### config.mk
export PLATFORM = sky130hd
export DESIGN_NAME = acs_top
export DESIGN_NICKNAME = d
export VERILOG_FILES = /design/src/hdl/acs_cs_seq.v /design/src/hdl/acs_top.v
export VERILOG_INCLUDE_DIRS = /design/src /design/src/hdl
export SDC_FILE = /design/constraint.sdc
export NUM_CORES = 1
export LEC_CHECK = 0
export ABC_AREA = 0
export BUFFER_PORTS_ARGS = -buffer_cell sky130_fd_sc_hd__buf_2
export CAP_MARGIN = 20
export CORE_ASPECT_RATIO = 0.75
export CORE_MARGIN = 5
export CORE_UTILIZATION = 45
export DETAILED_ROUTE_END_ITERATION = 8
export GPL_ROUTABILITY_DRIVEN = 0
export HOLD_SLACK_MARGIN = 0.06
export PLACE_DENSITY = 0.71
export SLEW_MARGIN = 0
export SYNTH_ARGS = -nofsm -noshare
export SYNTH_HDL_FRONTEND = slang
export SYNTH_SLANG_ARGS = --single-unit
### constraint.sdc
create_clock -name clock -period 7.23 [get_ports clock]
set_clock_uncertainty 0.2 [all_clocks]
set_input_delay 1.0845 -clock clock [delete_from_list [all_inputs] [get_ports clock]]
set_output_delay 1.0845 -clock clock [all_outputs]
set_load 0.005 [all_outputs]
### src/hdl/acs_defs.vh
// Shared constants for the auxiliary and current-sense ADC sequencer.
// Assumes a 100 MHz core clock; times are given in microseconds.
`ifndef ACS_DEFS_VH
`define ACS_DEFS_VH

// ************************************************************
// Clock
// ************************************************************
`define ACS_CLK_MHZ          100

// ************************************************************
// Auxiliary run modes
// ************************************************************
`define ACS_MODE_STOP        2'h0
`define ACS_MODE_SINGLE      2'h1
`define ACS_MODE_CONT        2'h2
`define ACS_MODE_EIGHT       2'h3
`define ACS_EIGHT_CYCLES     4'h8

// ************************************************************
// Round-robin slot map
// ************************************************************
`define ACS_SLOT_DIETEMP     4'h0
`define ACS_SLOT_CELL        4'h5
`define ACS_SLOT_GPIO        4'h6
`define ACS_SLOT_LAST        4'hE
`define ACS_GPIO_COUNT       4'h8
`define ACS_MAX_CELLS        4'h6

// ************************************************************
// Cell and GPIO selection codes
// ************************************************************
`define ACS_CELL_LOOP        5'h00
`define ACS_CELL_SENSE       5'h01
`define ACS_CELL_LOCK_FIRST  5'h02
`define ACS_CELL_LOCK_LAST   5'h07
`define ACS_GPIO_LOOP        4'h0
`define ACS_GPIO_LOCK_LAST   4'h8
`define ACS_RESULT_DEFAULT   16'h8000

// ************************************************************
// Filter settling times
// ************************************************************
`define ACS_SETTLE0_US       4300
`define ACS_SETTLE1_US       2300
`define ACS_SETTLE2_US       1300

// ************************************************************
// Current-sense converter timing
// ************************************************************
`define ACS_CS_SETTLE_US     10
`define ACS_CS_CONV0_US      12
`define ACS_CS_CONV1_US      24
`define ACS_CS_CONV2_US      36
`define ACS_CS_CONV3_US      39
`define ACS_CS_SETTLE_CYC    (`ACS_CS_SETTLE_US * `ACS_CLK_MHZ)
`define ACS_CS_CONV0_CYC     (`ACS_CS_CONV0_US * `ACS_CLK_MHZ)
`define ACS_CS_CONV1_CYC     (`ACS_CS_CONV1_US * `ACS_CLK_MHZ)
`define ACS_CS_CONV2_CYC     (`ACS_CS_CONV2_US * `ACS_CLK_MHZ)
`define ACS_CS_CONV3_CYC     (`ACS_CS_CONV3_US * `ACS_CLK_MHZ)
`define ACS_CS_DIVIDER       3

`endif

### src/hdl/acs_cs_seq.v
// Current-sense converter sequencer: start, timing, result and ready pin.
// Assumes the decimation filter output is on the core clock and valid
// whenever a conversion period ends.
`timescale 1ns/100ps
`include "acs_defs.vh"

module acs_cs_seq
(
  input  wire        clock,
  input  wire        resetn,
  input  wire        main_go_pulse,
  input  wire [1:0]  main_run_mode,
  input  wire        main_adc_running,
  input  wire [1:0]  current_decimation_ratio,
  input  wire [23:0] cs_filter_data,
  input  wire        current_result_high_read,
  input  wire        cs_ready_pin_enable,
  output reg  [23:0] current_result_r,
  output reg         cs_running_r,
  output reg         cs_conv_done_r,
  output reg         gpio1_out_r,
  output reg         gpio1_oe_r
);

  localparam [1:0] ST_IDLE   = 2'h0;
  localparam [1:0] ST_SETTLE = 2'h1;
  localparam [1:0] ST_FIRST  = 2'h2;
  localparam [1:0] ST_NEXT   = 2'h3;

  // Timing counts at the width of the period counter
  localparam [15:0] CS_SETTLE = `ACS_CS_SETTLE_CYC;
  localparam [15:0] CS_CONV0  = `ACS_CS_CONV0_CYC;
  localparam [15:0] CS_CONV1  = `ACS_CS_CONV1_CYC;
  localparam [15:0] CS_CONV2  = `ACS_CS_CONV2_CYC;
  localparam [15:0] CS_CONV3  = `ACS_CS_CONV3_CYC;
  localparam [15:0] CS_DIV    = `ACS_CS_DIVIDER;

  reg [1:0]  state_r;
  reg [15:0] cnt_r;
  reg [1:0]  dr_r;

  // Full conversion period for a decimation ratio
  function [15:0] conv_full;
    input [1:0] dr;
    begin
      if (dr == 2'h0)
        conv_full = CS_CONV0;
      else if (dr == 2'h1)
        conv_full = CS_CONV1;
      else if (dr == 2'h2)
        conv_full = CS_CONV2;
      else
        conv_full = CS_CONV3;
    end
  endfunction

  // ************************************************************
  // Conversion timing
  // ************************************************************
  // Settle, one full period, then periods of one third each
  always @(posedge clock or negedge resetn)
  begin
    if (!resetn)
    begin
      state_r          <= ST_IDLE;
      cnt_r            <= 16'h0000;
      dr_r             <= 2'h0;
      cs_running_r     <= 1'b0;
      cs_conv_done_r   <= 1'b0;
      current_result_r <= 24'h000000;
    end
    else
    begin
      cs_conv_done_r <= 1'b0;
      if (main_go_pulse && (main_run_mode != 2'h0))
      begin
        state_r      <= ST_SETTLE;
        cnt_r        <= CS_SETTLE - 16'h0001;
        dr_r         <= current_decimation_ratio;
        cs_running_r <= 1'b1;
      end
      else if ((main_go_pulse && (main_run_mode == 2'h0)) || !main_adc_running)
      begin
        state_r      <= ST_IDLE;
        cs_running_r <= 1'b0;
      end
      else if (state_r != ST_IDLE)
      begin
        if (cnt_r != 16'h0000)
          cnt_r <= cnt_r - 16'h0001;
        else if (state_r == ST_SETTLE)
        begin
          state_r <= ST_FIRST;
          cnt_r   <= conv_full(dr_r) - 16'h0001;
        end
        else
        begin
          state_r          <= ST_NEXT;
          cnt_r            <= (conv_full(dr_r) / CS_DIV) - 16'h0001;
          current_result_r <= cs_filter_data;
          cs_conv_done_r   <= 1'b1;
        end
      end
    end
  end

  // ************************************************************
  // Ready pin
  // ************************************************************
  // Low on each result, high again once the high byte is read
  always @(posedge clock or negedge resetn)
  begin
    if (!resetn)
    begin
      gpio1_out_r <= 1'b1;
      gpio1_oe_r  <= 1'b0;
    end
    else
    begin
      gpio1_oe_r <= cs_ready_pin_enable;
      if (!cs_ready_pin_enable)
        gpio1_out_r <= 1'b1;
      else if (cs_conv_done_r)
        gpio1_out_r <= 1'b0;
      else if (current_result_high_read)
        gpio1_out_r <= 1'b1;
    end
  end

endmodule // acs_cs_seq

### src/hdl/acs_top.v
// Auxiliary ADC round-robin sequencer with the current-sense sequencer.
// Assumes control inputs come from register logic on the same clock and
// the auxiliary converter answers each start with a one-cycle done.
`timescale 1ns/100ps
`include "acs_defs.vh"

module acs_top
#(
  parameter [19:0] SETTLE0_CYC = `ACS_SETTLE0_US * `ACS_CLK_MHZ,
  parameter [19:0] SETTLE1_CYC = `ACS_SETTLE1_US * `ACS_CLK_MHZ,
  parameter [19:0] SETTLE2_CYC = `ACS_SETTLE2_US * `ACS_CLK_MHZ
)
(
  input  wire        clock,
  input  wire        resetn,
  input  wire        aux_go_write,
  input  wire [1:0]  aux_run_mode_field,
  input  wire [4:0]  aux_cell_channel_select,
  input  wire [1:0]  aux_filter_settle_select,
  input  wire [3:0]  aux_gpio_channel_select,
  input  wire [3:0]  active_cell_count,
  input  wire [7:0]  gpio_function_config,
  input  wire        sleep_mode,
  input  wire        main_target_strobe,
  input  wire        main_go_pulse,
  input  wire [1:0]  main_run_mode,
  input  wire        main_adc_running,
  input  wire        aux_conv_done,
  input  wire [15:0] aux_conv_data,
  input  wire [1:0]  current_decimation_ratio,
  input  wire [23:0] cs_filter_data,
  input  wire        current_result_high_read,
  input  wire        cs_ready_pin_enable,
  output reg         aux_conv_start_r,
  output reg  [3:0]  aux_conv_slot_r,
  output reg  [2:0]  aux_conv_cell_r,
  output reg  [2:0]  aux_conv_gpio_r,
  output reg         aux_running_flag_r,
  output reg         aux_misc_ready_flag_r,
  output reg         aux_cell_ready_flag_r,
  output reg         aux_gpio_ready_flag_r,
  output reg  [15:0] aux_cell_result_r,
  output reg  [15:0] aux_gpio_result_r,
  output reg         aux_go_readback_r,
  output wire [23:0] current_result,
  output wire        cs_running,
  output wire        cs_conv_done,
  output wire        gpio1_out,
  output wire        gpio1_oe
);

  localparam [1:0] ST_IDLE   = 2'h0;
  localparam [1:0] ST_LAUNCH = 2'h1;
  localparam [1:0] ST_WAIT   = 2'h2;

  // ************************************************************
  // Captured configuration and sequencer state
  // ************************************************************
  reg [1:0]  state_r;
  reg [1:0]  mode_cap_r;
  reg [4:0]  cell_sel_cap_r;
  reg [1:0]  settle_sel_cap_r;
  reg [3:0]  gpio_sel_cap_r;
  reg [3:0]  ncell_cap_r;
  reg [7:0]  gpio_act_cap_r;
  reg [3:0]  slot_r;
  reg [3:0]  cycle_cnt_r;
  reg [3:0]  gpio_visit_r;
  reg [2:0]  cell_ch_r;
  reg [19:0] settle_cnt_r;
  reg        settle_reload_r;

  wire       settled;
  wire [2:0] gpio_index;
  wire [3:0] ncell_eff;
  wire       cell_locked;
  wire       cell_lock_ok;
  wire       gpio_locked;

  // Lock to a single cell channel (codes 2..7 map to cells 1..6)
  function is_cell_lock;
    input [4:0] sel;
    begin
      is_cell_lock = (sel >= `ACS_CELL_LOCK_FIRST) && (sel <= `ACS_CELL_LOCK_LAST);
    end
  endfunction

  // Cell mux channel for a selection; 0 stands for the sense input
  function [2:0] cell_of_sel;
    input [4:0] sel;
    begin
      if (is_cell_lock(sel))
        cell_of_sel = sel[2:0] - 3'h1;
      else if (sel == `ACS_CELL_SENSE)
        cell_of_sel = 3'h0;
      else
        cell_of_sel = 3'h1;
    end
  endfunction

  // Loop order of the GPIO slot: odd-numbered pins first
  function [2:0] gpio_order;
    input [2:0] visit;
    begin
      gpio_order = {visit[1:0], visit[2]};
    end
  endfunction

  // Settling count for the captured settle selection
  function [19:0] settle_of;
    input [1:0] s;
    begin
      if (s == 2'h0)
        settle_of = SETTLE0_CYC;
      else if (s == 2'h1)
        settle_of = SETTLE1_CYC;
      else
        settle_of = SETTLE2_CYC;
    end
  endfunction

  // Decodes of the captured settings
  assign ncell_eff    = (ncell_cap_r == 4'h0) ? 4'h1 :
                        ((ncell_cap_r > `ACS_MAX_CELLS) ? `ACS_MAX_CELLS : ncell_cap_r);
  assign cell_locked  = is_cell_lock(cell_sel_cap_r) || (cell_sel_cap_r == `ACS_CELL_SENSE);
  assign cell_lock_ok = (cell_sel_cap_r == `ACS_CELL_SENSE) ||
                        (is_cell_lock(cell_sel_cap_r) &&
                         ({1'b0, cell_of_sel(cell_sel_cap_r)} <= ncell_eff));
  assign gpio_locked  = (gpio_sel_cap_r != `ACS_GPIO_LOOP) &&
                        (gpio_sel_cap_r <= `ACS_GPIO_LOCK_LAST);
  assign gpio_index   = gpio_locked ? (gpio_sel_cap_r[2:0] - 3'h1) :
                        gpio_order(gpio_visit_r[2:0]);
  assign settled      = (settle_cnt_r == 20'h00000);

  // ************************************************************
  // Filter settling timer
  // ************************************************************
  // Counts the dwell of the cell mux; frozen while asleep
  always @(posedge clock or negedge resetn)
  begin
    if (!resetn)
      settle_cnt_r <= 20'h00000;
    else if (settle_reload_r)
      settle_cnt_r <= settle_of(settle_sel_cap_r);
    else if (aux_running_flag_r && !sleep_mode && !settled)
      settle_cnt_r <= settle_cnt_r - 20'h00001;
  end

  // ************************************************************
  // Round-robin sequencer
  // ************************************************************
  // Go capture, slot walk, cycle counting and result handling
  always @(posedge clock or negedge resetn)
  begin
    if (!resetn)
    begin
      state_r               <= ST_IDLE;
      mode_cap_r            <= `ACS_MODE_STOP;
      cell_sel_cap_r        <= `ACS_CELL_LOOP;
      settle_sel_cap_r      <= 2'h0;
      gpio_sel_cap_r        <= `ACS_GPIO_LOOP;
      ncell_cap_r           <= 4'h0;
      gpio_act_cap_r        <= 8'h00;
      slot_r                <= `ACS_SLOT_DIETEMP;
      cycle_cnt_r           <= 4'h0;
      gpio_visit_r          <= 4'h0;
      cell_ch_r             <= 3'h1;
      settle_reload_r       <= 1'b0;
      aux_conv_start_r      <= 1'b0;
      aux_conv_slot_r       <= 4'h0;
      aux_conv_cell_r       <= 3'h0;
      aux_conv_gpio_r       <= 3'h0;
      aux_running_flag_r    <= 1'b0;
      aux_misc_ready_flag_r <= 1'b0;
      aux_cell_ready_flag_r <= 1'b0;
      aux_gpio_ready_flag_r <= 1'b0;
      aux_cell_result_r     <= `ACS_RESULT_DEFAULT;
      aux_gpio_result_r     <= `ACS_RESULT_DEFAULT;
      aux_go_readback_r     <= 1'b0;
    end
    else
    begin
      aux_conv_start_r  <= 1'b0;
      settle_reload_r   <= 1'b0;
      aux_go_readback_r <= 1'b0;
      if (aux_go_write)
      begin
        // Settings are sampled here only
        mode_cap_r            <= aux_run_mode_field;
        cell_sel_cap_r        <= aux_cell_channel_select;
        settle_sel_cap_r      <= aux_filter_settle_select;
        gpio_sel_cap_r        <= aux_gpio_channel_select;
        ncell_cap_r           <= active_cell_count;
        gpio_act_cap_r        <= gpio_function_config;
        slot_r                <= `ACS_SLOT_DIETEMP;
        cycle_cnt_r           <= 4'h0;
        gpio_visit_r          <= 4'h0;
        cell_ch_r             <= cell_of_sel(aux_cell_channel_select);
        settle_reload_r       <= 1'b1;
        aux_misc_ready_flag_r <= 1'b0;
        aux_cell_ready_flag_r <= 1'b0;
        aux_gpio_ready_flag_r <= 1'b0;
        if (aux_run_mode_field == `ACS_MODE_STOP)
        begin
          state_r            <= ST_IDLE;
          aux_running_flag_r <= 1'b0;
        end
        else
        begin
          state_r            <= ST_LAUNCH;
          aux_running_flag_r <= 1'b1;
        end
      end
      else
      begin
        case (state_r)
          ST_LAUNCH:
          begin
            // Hold while asleep; cell slot waits for the main target while the main ADC runs
            if (!sleep_mode && ((slot_r != `ACS_SLOT_CELL) || !main_adc_running ||
                main_target_strobe))
            begin
              aux_conv_start_r <= 1'b1;
              aux_conv_slot_r  <= slot_r;
              aux_conv_cell_r  <= cell_ch_r;
              aux_conv_gpio_r  <= gpio_index;
              state_r          <= ST_WAIT;
            end
          end
          ST_WAIT:
          begin
            if (aux_conv_done)
            begin
              if (slot_r == `ACS_SLOT_CELL)
              begin
                // Results before settling are discarded
                if (settled && cell_locked)
                begin
                  if (cell_lock_ok)
                    aux_cell_result_r <= aux_conv_data;
                  aux_cell_ready_flag_r <= 1'b1;
                end
                else if (settled)
                begin
                  // Loop walks cells 1 to highest active, then wraps
                  if ({1'b0, cell_ch_r} >= ncell_eff)
                  begin
                    cell_ch_r             <= 3'h1;
                    aux_cell_ready_flag_r <= 1'b1;
                  end
                  else
                    cell_ch_r <= cell_ch_r + 3'h1;
                  settle_reload_r <= 1'b1;
                end
              end
              if (slot_r == `ACS_SLOT_GPIO)
              begin
                // Inactive GPIO slots are visited but not reported
                if (gpio_locked && gpio_act_cap_r[gpio_index])
                  aux_gpio_result_r <= aux_conv_data;
                gpio_visit_r <= gpio_visit_r + 4'h1;
                if (gpio_visit_r == (`ACS_GPIO_COUNT - 4'h1))
                  aux_gpio_ready_flag_r <= 1'b1;
              end
              // End of a cycle decides whether to run on
              if (slot_r == `ACS_SLOT_LAST)
              begin
                slot_r                <= `ACS_SLOT_DIETEMP;
                cycle_cnt_r           <= cycle_cnt_r + 4'h1;
                aux_misc_ready_flag_r <= 1'b1;
                if ((mode_cap_r == `ACS_MODE_SINGLE) ||
                    ((mode_cap_r == `ACS_MODE_EIGHT) &&
                     (cycle_cnt_r == (`ACS_EIGHT_CYCLES - 4'h1))))
                begin
                  state_r            <= ST_IDLE;
                  aux_running_flag_r <= 1'b0;
                end
                else
                  state_r <= ST_LAUNCH;
              end
              else
              begin
                // Next slot of the same cycle
                slot_r  <= slot_r + 4'h1;
                state_r <= ST_LAUNCH;
              end
            end
          end
          // Idle waits for the next go command
          default:
            state_r <= ST_IDLE;
        endcase
      end
    end
  end

  // ************************************************************
  // Current-sense converter
  // ************************************************************
  // Input range of plus/minus 125 mV is handled by the analog front end
  acs_cs_seq u_cs_seq
  (
    .clock                    (clock),
    .resetn                   (resetn),
    .main_go_pulse            (main_go_pulse),
    .main_run_mode            (main_run_mode),
    .main_adc_running         (main_adc_running),
    .current_decimation_ratio (current_decimation_ratio),
    .cs_filter_data           (cs_filter_data),
    .current_result_high_read (current_result_high_read),
    .cs_ready_pin_enable      (cs_ready_pin_enable),
    .current_result_r         (current_result),
    .cs_running_r             (cs_running),
    .cs_conv_done_r           (cs_conv_done),
    .gpio1_out_r              (gpio1_out),
    .gpio1_oe_r               (gpio1_oe)
  );

endmodule // acs_top

# Word level (Yosys, flattened, before mapping)
# Index checks and enable logic that the tools add are counted.
# Widths: inputs -> output; s select.
op_classes:
  n_bitwise: 5
  n_addsub: 11
  n_mux: 103
  n_eq_ne: 22
  div: 1
  reduce_logical: 59
  magnitude_cmp: 9
op_table:
  columns: ["cell", "count"]
  rows:
  - ["$mux 16", 17]
  - ["$mux 4", 14]
  - ["$sub 16x1->16 const B", 3]
  - ["$mux 1", 47]
  - ["$mux 20", 2]
  - ["$mux 3", 10]
  - ["$reduce_bool 2->1", 13]
  - ["$logic_not 20->1", 1]
  - ["$reduce_and 5->1", 4]
  - ["$sub 20x1->20 const B", 1]
  - ["$mux 19", 1]
  - ["$mux 18", 1]
  - ["$div 16x2->16 const B", 1]
  - ["$eq 4x3->1 const B", 4]
  - ["$mux 2", 8]
  - ["$reduce_bool 16->1", 1]
  - ["$add 4x1->4 const B", 3]
  - ["$logic_and 1x1->1", 12]
  - ["$eq 2x1->1 const B", 5]
  - ["$eq 5x1->1 const B", 2]
  - ["$ge 5x2->1 const B", 2]
  - ["$le 5x3->1 const B", 2]
  - ["$mux 9", 1]
  - ["$reduce_and 3->1", 3]
  - ["other kinds (27)", 52]
totals:
  wordCells: 241
  reg_bits: 158

# Longest topological paths before layout
depth:
  ltp_word: 16
  ltp_mapped: 14
  mapped_depth_nobuf: 14

# By module
# Synthesis repeated with hierarchy kept, for this count alone.
unflattened:
  cells_unflattened: 746
  hier_area_um2: 8204.1
modules_own_cells:
  columns: ["module", "seq_area_each_um2", "cells_per_inst", "n_inst", "area_per_inst_um2"]
  rows:
  - ["acs_top", 2756.4, 467, 1, 5348.9]
  - ["acs_cs_seq", 1202.4, 279, 1, 2855.2]

# Least setup slack after synthesis
# No wires, ideal clock.
synth_path:
  kind: "reg2reg"
  startpoint: "reg u_cs_seq.dr_r[0]"
  endpoint: "reg u_cs_seq.cnt_r[10]"
  required_ps: 6951
  arrival_time_ps: 3203
  setup_time_ps: 79
  setup_slack_ps: 3747
  path_stages_with_launch: 14
  cell_sequence: "dfrtp_1 > inv_1 > ha_1 > or4_1 > a32oi_2 > a311oi_2 > o31ai_1 > a21oi_1 > nor2_1 > ha_1 > nand3_1 > or3_1 > nor3_1 > mux2i_1"
synth_between:
  elab_chain_cells: 16
  word_cells_on_any_way: 24
synth_rtl:
  columns: ["item", "line", "source"]
  rows:
  - ["start: declaration", "acs_cs_seq.v:40", "reg [1:0] dr_r;"]
  - ["start signal: assignment", "acs_cs_seq.v:79", "dr_r <= current_decimation_ratio;"]
  - ["$eq 2x2->1", "acs_cs_seq.v:50", "else if (dr == 2'h2)"]
  - ["$mux 9", "acs_cs_seq.v:50", null]
  - ["$mux 16", "acs_cs_seq.v:48", "else if (dr == 2'h1)"]
  - ["$mux 16 *", "acs_cs_seq.v:46", "if (dr == 2'h0)"]
  - ["$mux 16", "acs_cs_seq.v:91", "else if (state_r == ST_SETTLE)"]
  - ["$mux 16", "acs_cs_seq.v:89", "if (cnt_r != 16'h0000)"]
  - ["$mux 16", "acs_cs_seq.v:87", "else if (state_r != ST_IDLE)"]
  - ["$mux 16", "acs_cs_seq.v:82", "else if ((main_go_pulse && (main_run_mode == 2'h0)) || !main_adc_running)"]
  - ["$mux 16", "acs_cs_seq.v:75", "if (main_go_pulse && (main_run_mode != 2'h0))"]
  - ["$div 16x2->16", "acs_cs_seq.v:99", "cnt_r <= (conv_full(dr_r) / CS_DIV) - 16'h0001;"]
  - ["$sub 16x1->16", "acs_cs_seq.v:99", null]
  - ["$mux 16 *", "acs_cs_seq.v:91", null]
  - ["$mux 16 *", "acs_cs_seq.v:89", null]
  - ["$mux 16 *", "acs_cs_seq.v:87", null]
  - ["$mux 16 *", "acs_cs_seq.v:82", null]
  - ["$mux 16 *", "acs_cs_seq.v:75", null]
  - ["end signal: assignment", "acs_cs_seq.v:78", "cnt_r <= CS_SETTLE - 16'h0001;"]
  - ["end signal: assignment", "acs_cs_seq.v:90", "cnt_r <= cnt_r - 16'h0001;"]
  - ["end signal: assignment", "acs_cs_seq.v:94", "cnt_r <= conv_full(dr_r) - 16'h0001;"]
  - ["end: declaration", "acs_cs_seq.v:39", "reg [15:0] cnt_r;"]
# Every way passes the cells marked *; elsewhere a longest branch is shown, timed or not. The select of a mux whose other input is x is not followed.
# A chain may end at the register's enable or synchronous reset.

# Final worst setup path
# Ends and elaborated chain as after synthesis.

==> qor.csv <==
metric;value;unit
Final Hold Viols;0;
Die Span X;164.2;um
hold slack;0.2364;ns
drt first pass iters;5;
Root Driver;clkbuf_16;
Layout area overhead;20.99;%
core area;0.01760;mm^2
post-synthesis sequential area ratio;0.4931;
Post-CTS Resized;0;
H-tree levels;4;
reg-to-reg endpoint;u_cs_seq.cnt_r[10]$_DFFE_PN0P_;
post-synth cell types;78;
I/O Pins;155;
CTS Sinks;158;
Fmax;0.2544;GHz
HP Class;reg2reg;
gr usage total;0.1845;
post-DR wirelength/cell;16.11;um
total gr overflow;0;
critical path arrival;4.07;ns
pin count of the biggest net entering global routing;81;
number of global-route vias before repair;6117;
final setup TNS;0;ns
dpl hpwl;13100;um
worst setup margin;3.299;ns
CP Max Fanout;9;
hold path startpoint;u_cs_seq.cs_conv_done_r$_DFF_PN0_;
Reg2Reg Launch Point;u_cs_seq.dr_r[0]$_DFFE_PN0P_;
final setup violation count;0;
global-route wire length before repair;31020;um
Mapped Area;0.008028;mm^2
CTS clk-pin slew, worst paths;0.07;ns
Worst-Skew Late Latency;0.42;ns
Rows;42;
initial antenna violation count;0;
syn_area_per_cell;10.97;um^2
top cells by area, synth;dfrtp_1, mux2_2, ha_1, nor2_1, a21oi_1;
final std cell area, no fill;0.009713;mm^2
leakage;4.683;nW
Slew Limit Headroom;0.3328;
Tcrit/Tclk final;0.5437;
area fraction of the dominant cell type after synthesis;0.4800;
Synthesis Warnings;0;
min Tclk post-route;3.931;ns
diodes inserted;0;
CTS tree;built;
Final nets;991;
R2R depth;13;
slack of the worst reg-to-reg path;3.30;ns
Num CTS Buffers;17;
Residual DRC;0;
drt total wl;18300;um
die height;125.7;um
max cap viols;0;
Hold Crit Depth;1;
pre-CTS setup slack;3.148;ns
starting density of the core;0.4560;
Final Max Tran Viols;0;
Placed Instance Area;0.009002;mm^2
PortBufs;153;
PD cells;234.4;mW/mm^2
Via density;5.335;
total power;2.276;mW
# fillers;1521;
CP Launch Type;flip-flop;
post-route insts no fill;1136;
placed insts;1103;
Core Util, Final;0.5517;
count leader, synth;dfrtp_1;
syn_nets;841;
worst vdd ir;0.1310;mV
Worst Path Required;7.37;ns
CTS max path bufs;2;
status;finished clean;
share of cells above drive strength 1;0.3400;
First DRT Iteration DRCs;513;
die area;0.02064;mm^2
RSZ-0062 raised after global routing;no;
Final ANT Viol Nets;0;
#FFs+latches synth;158;
Hold Path End;u_cs_seq.gpio1_out_r$_DFFE_PN1P_;
Post-synth EDFFs;0;
worst-margin pin slew;0.9932;ns
CP endpoint kind;flip-flop;
Post-CTS Hold Buffers;0;
crit path kind;reg2reg;
Main synth FF type;dfrtp_1;
post-synth top area cell;dfrtp_1;
vias;6061;
synth cell count leaders;dfrtp_1, mux2_2, nor2_1;
Post-CTS Setup Repair Bufs;0;
asr flop ratio synth;1.000;
post-synthesis cell count;732;
-- cell type report --
class | instances | area (um^2) | area share
multi-input combinational | 516 | 3819 | 0.3931
tap | 242 | 302.8 | 0.03117
sequential | 158 | 3959 | 0.4076
clock inverter | 14 | 246.5 | 0.02538
inverter | 28 | 105.1 | 0.01082
clock buffer | 17 | 425.4 | 0.04380
timing repair buffer | 161 | 855.8 | 0.08811
-- power breakdown --
group	internal (mW)	switching [mW]
clock	0.628	0.396
sequential	0.932	0.0427
combinational	0.129	0.148
-- placed cells by master, fill, tap and decap left out, drive strengths merged, types with 5 or more instances in the layout --
cell	synthesis	final
buf	10	161
a31oi	14	14
and3	6	6
nand3	13	13
clkbuf	20	17
nor3	16	16
nor4	14	14
mux2	92	92
nor2b	11	11
xor2	9	9
a21o	7	7
mux2i	8	8
xnor2	17	17
inv	28	36
nand2b	11	11
o21ai	33	33
or3	5	5
bufinv	0	5
nor2	75	75
nand4	7	7
nand2	36	36
dfrtp	154	154
a21oi	32	32
nand3b	6	6
ha	30	30
-- cells by family (layout without fill, tap and decap cells) --
kind of cell | after synthesis | after routing | synth area share
buffers and inverters | 58 | 220 | 0.03148
DFF | 158 | 158 | 0.4931
muxes | 102 | 102 | 0.1446
and+or+nand+nor | 228 | 228 | 0.1481
xor gates and xnor gates | 26 | 26 | 0.02837
other | 2 | 2 | 0.0009355
adders and majority gates | 31 | 31 | 0.04801
AOI/OAI and AO/OA | 127 | 127 | 0.1054
-- critical path, stage by stage, from the launching register on --
cell and delay (ns):
dfrtp_1 0.44, inv_1 0.13, ha_1 0.32, or4_1 0.56
a32oi_2 0.21, a311oi_2 0.21, o31ai_1 0.26, a21oi_1 0.13
nor2_1 0.15, ha_1 0.26, nand3_1 0.11, or3_1 0.41
nor3_1 0.24, mux2i_1 0.21
-- worst max path at each step --
stage | from | to | slack [ns] | cells after the start
after global placement | aux_conv_done | aux_gpio_result_r[6]$_DFFE_PN0P_ | 3.25 | 6
after detailed placement | aux_conv_done | aux_gpio_result_r[0]$_DFFE_PN0P_ | 3.15 | 6
after floorplan | u_cs_seq.dr_r[0]$_DFFE_PN0P_ | u_cs_seq.cnt_r[10]$_DFFE_PN0P_ | 3.75 | 13
final | u_cs_seq.dr_r[0]$_DFFE_PN0P_ | u_cs_seq.cnt_r[10]$_DFFE_PN0P_ | 3.30 | 13
after CTS | u_cs_seq.dr_r[0]$_DFFE_PN0P_ | u_cs_seq.cnt_r[10]$_DFFE_PN0P_ | 3.33 | 13
after global routing | u_cs_seq.dr_r[1]$_DFFE_PN0P_ | u_cs_seq.cnt_r[10]$_DFFE_PN0P_ | 2.98 | 13
-- routing by layer --
layer	track usage	up-vias	wire length [um]
li1	-	2916	-
met1	0.2667	2963	8746
met2	0.2680	169	7973
met3	0.06303	13	1408
met4	0.04536	0	171
met5	0	-	0
-- sequential cells by signal (all words and copies together) (netlist names), 5 cells and up --
signal,flops
settle_cnt_r,20
gpio_act_cap_r,8
cell_sel_cap_r,5
aux_cell_result_r,16
u_cs_seq.cnt_r,16
u_cs_seq.current_result_r,24
aux_gpio_result_r,16
Note: power is estimated with default switching activity, not from simulation.
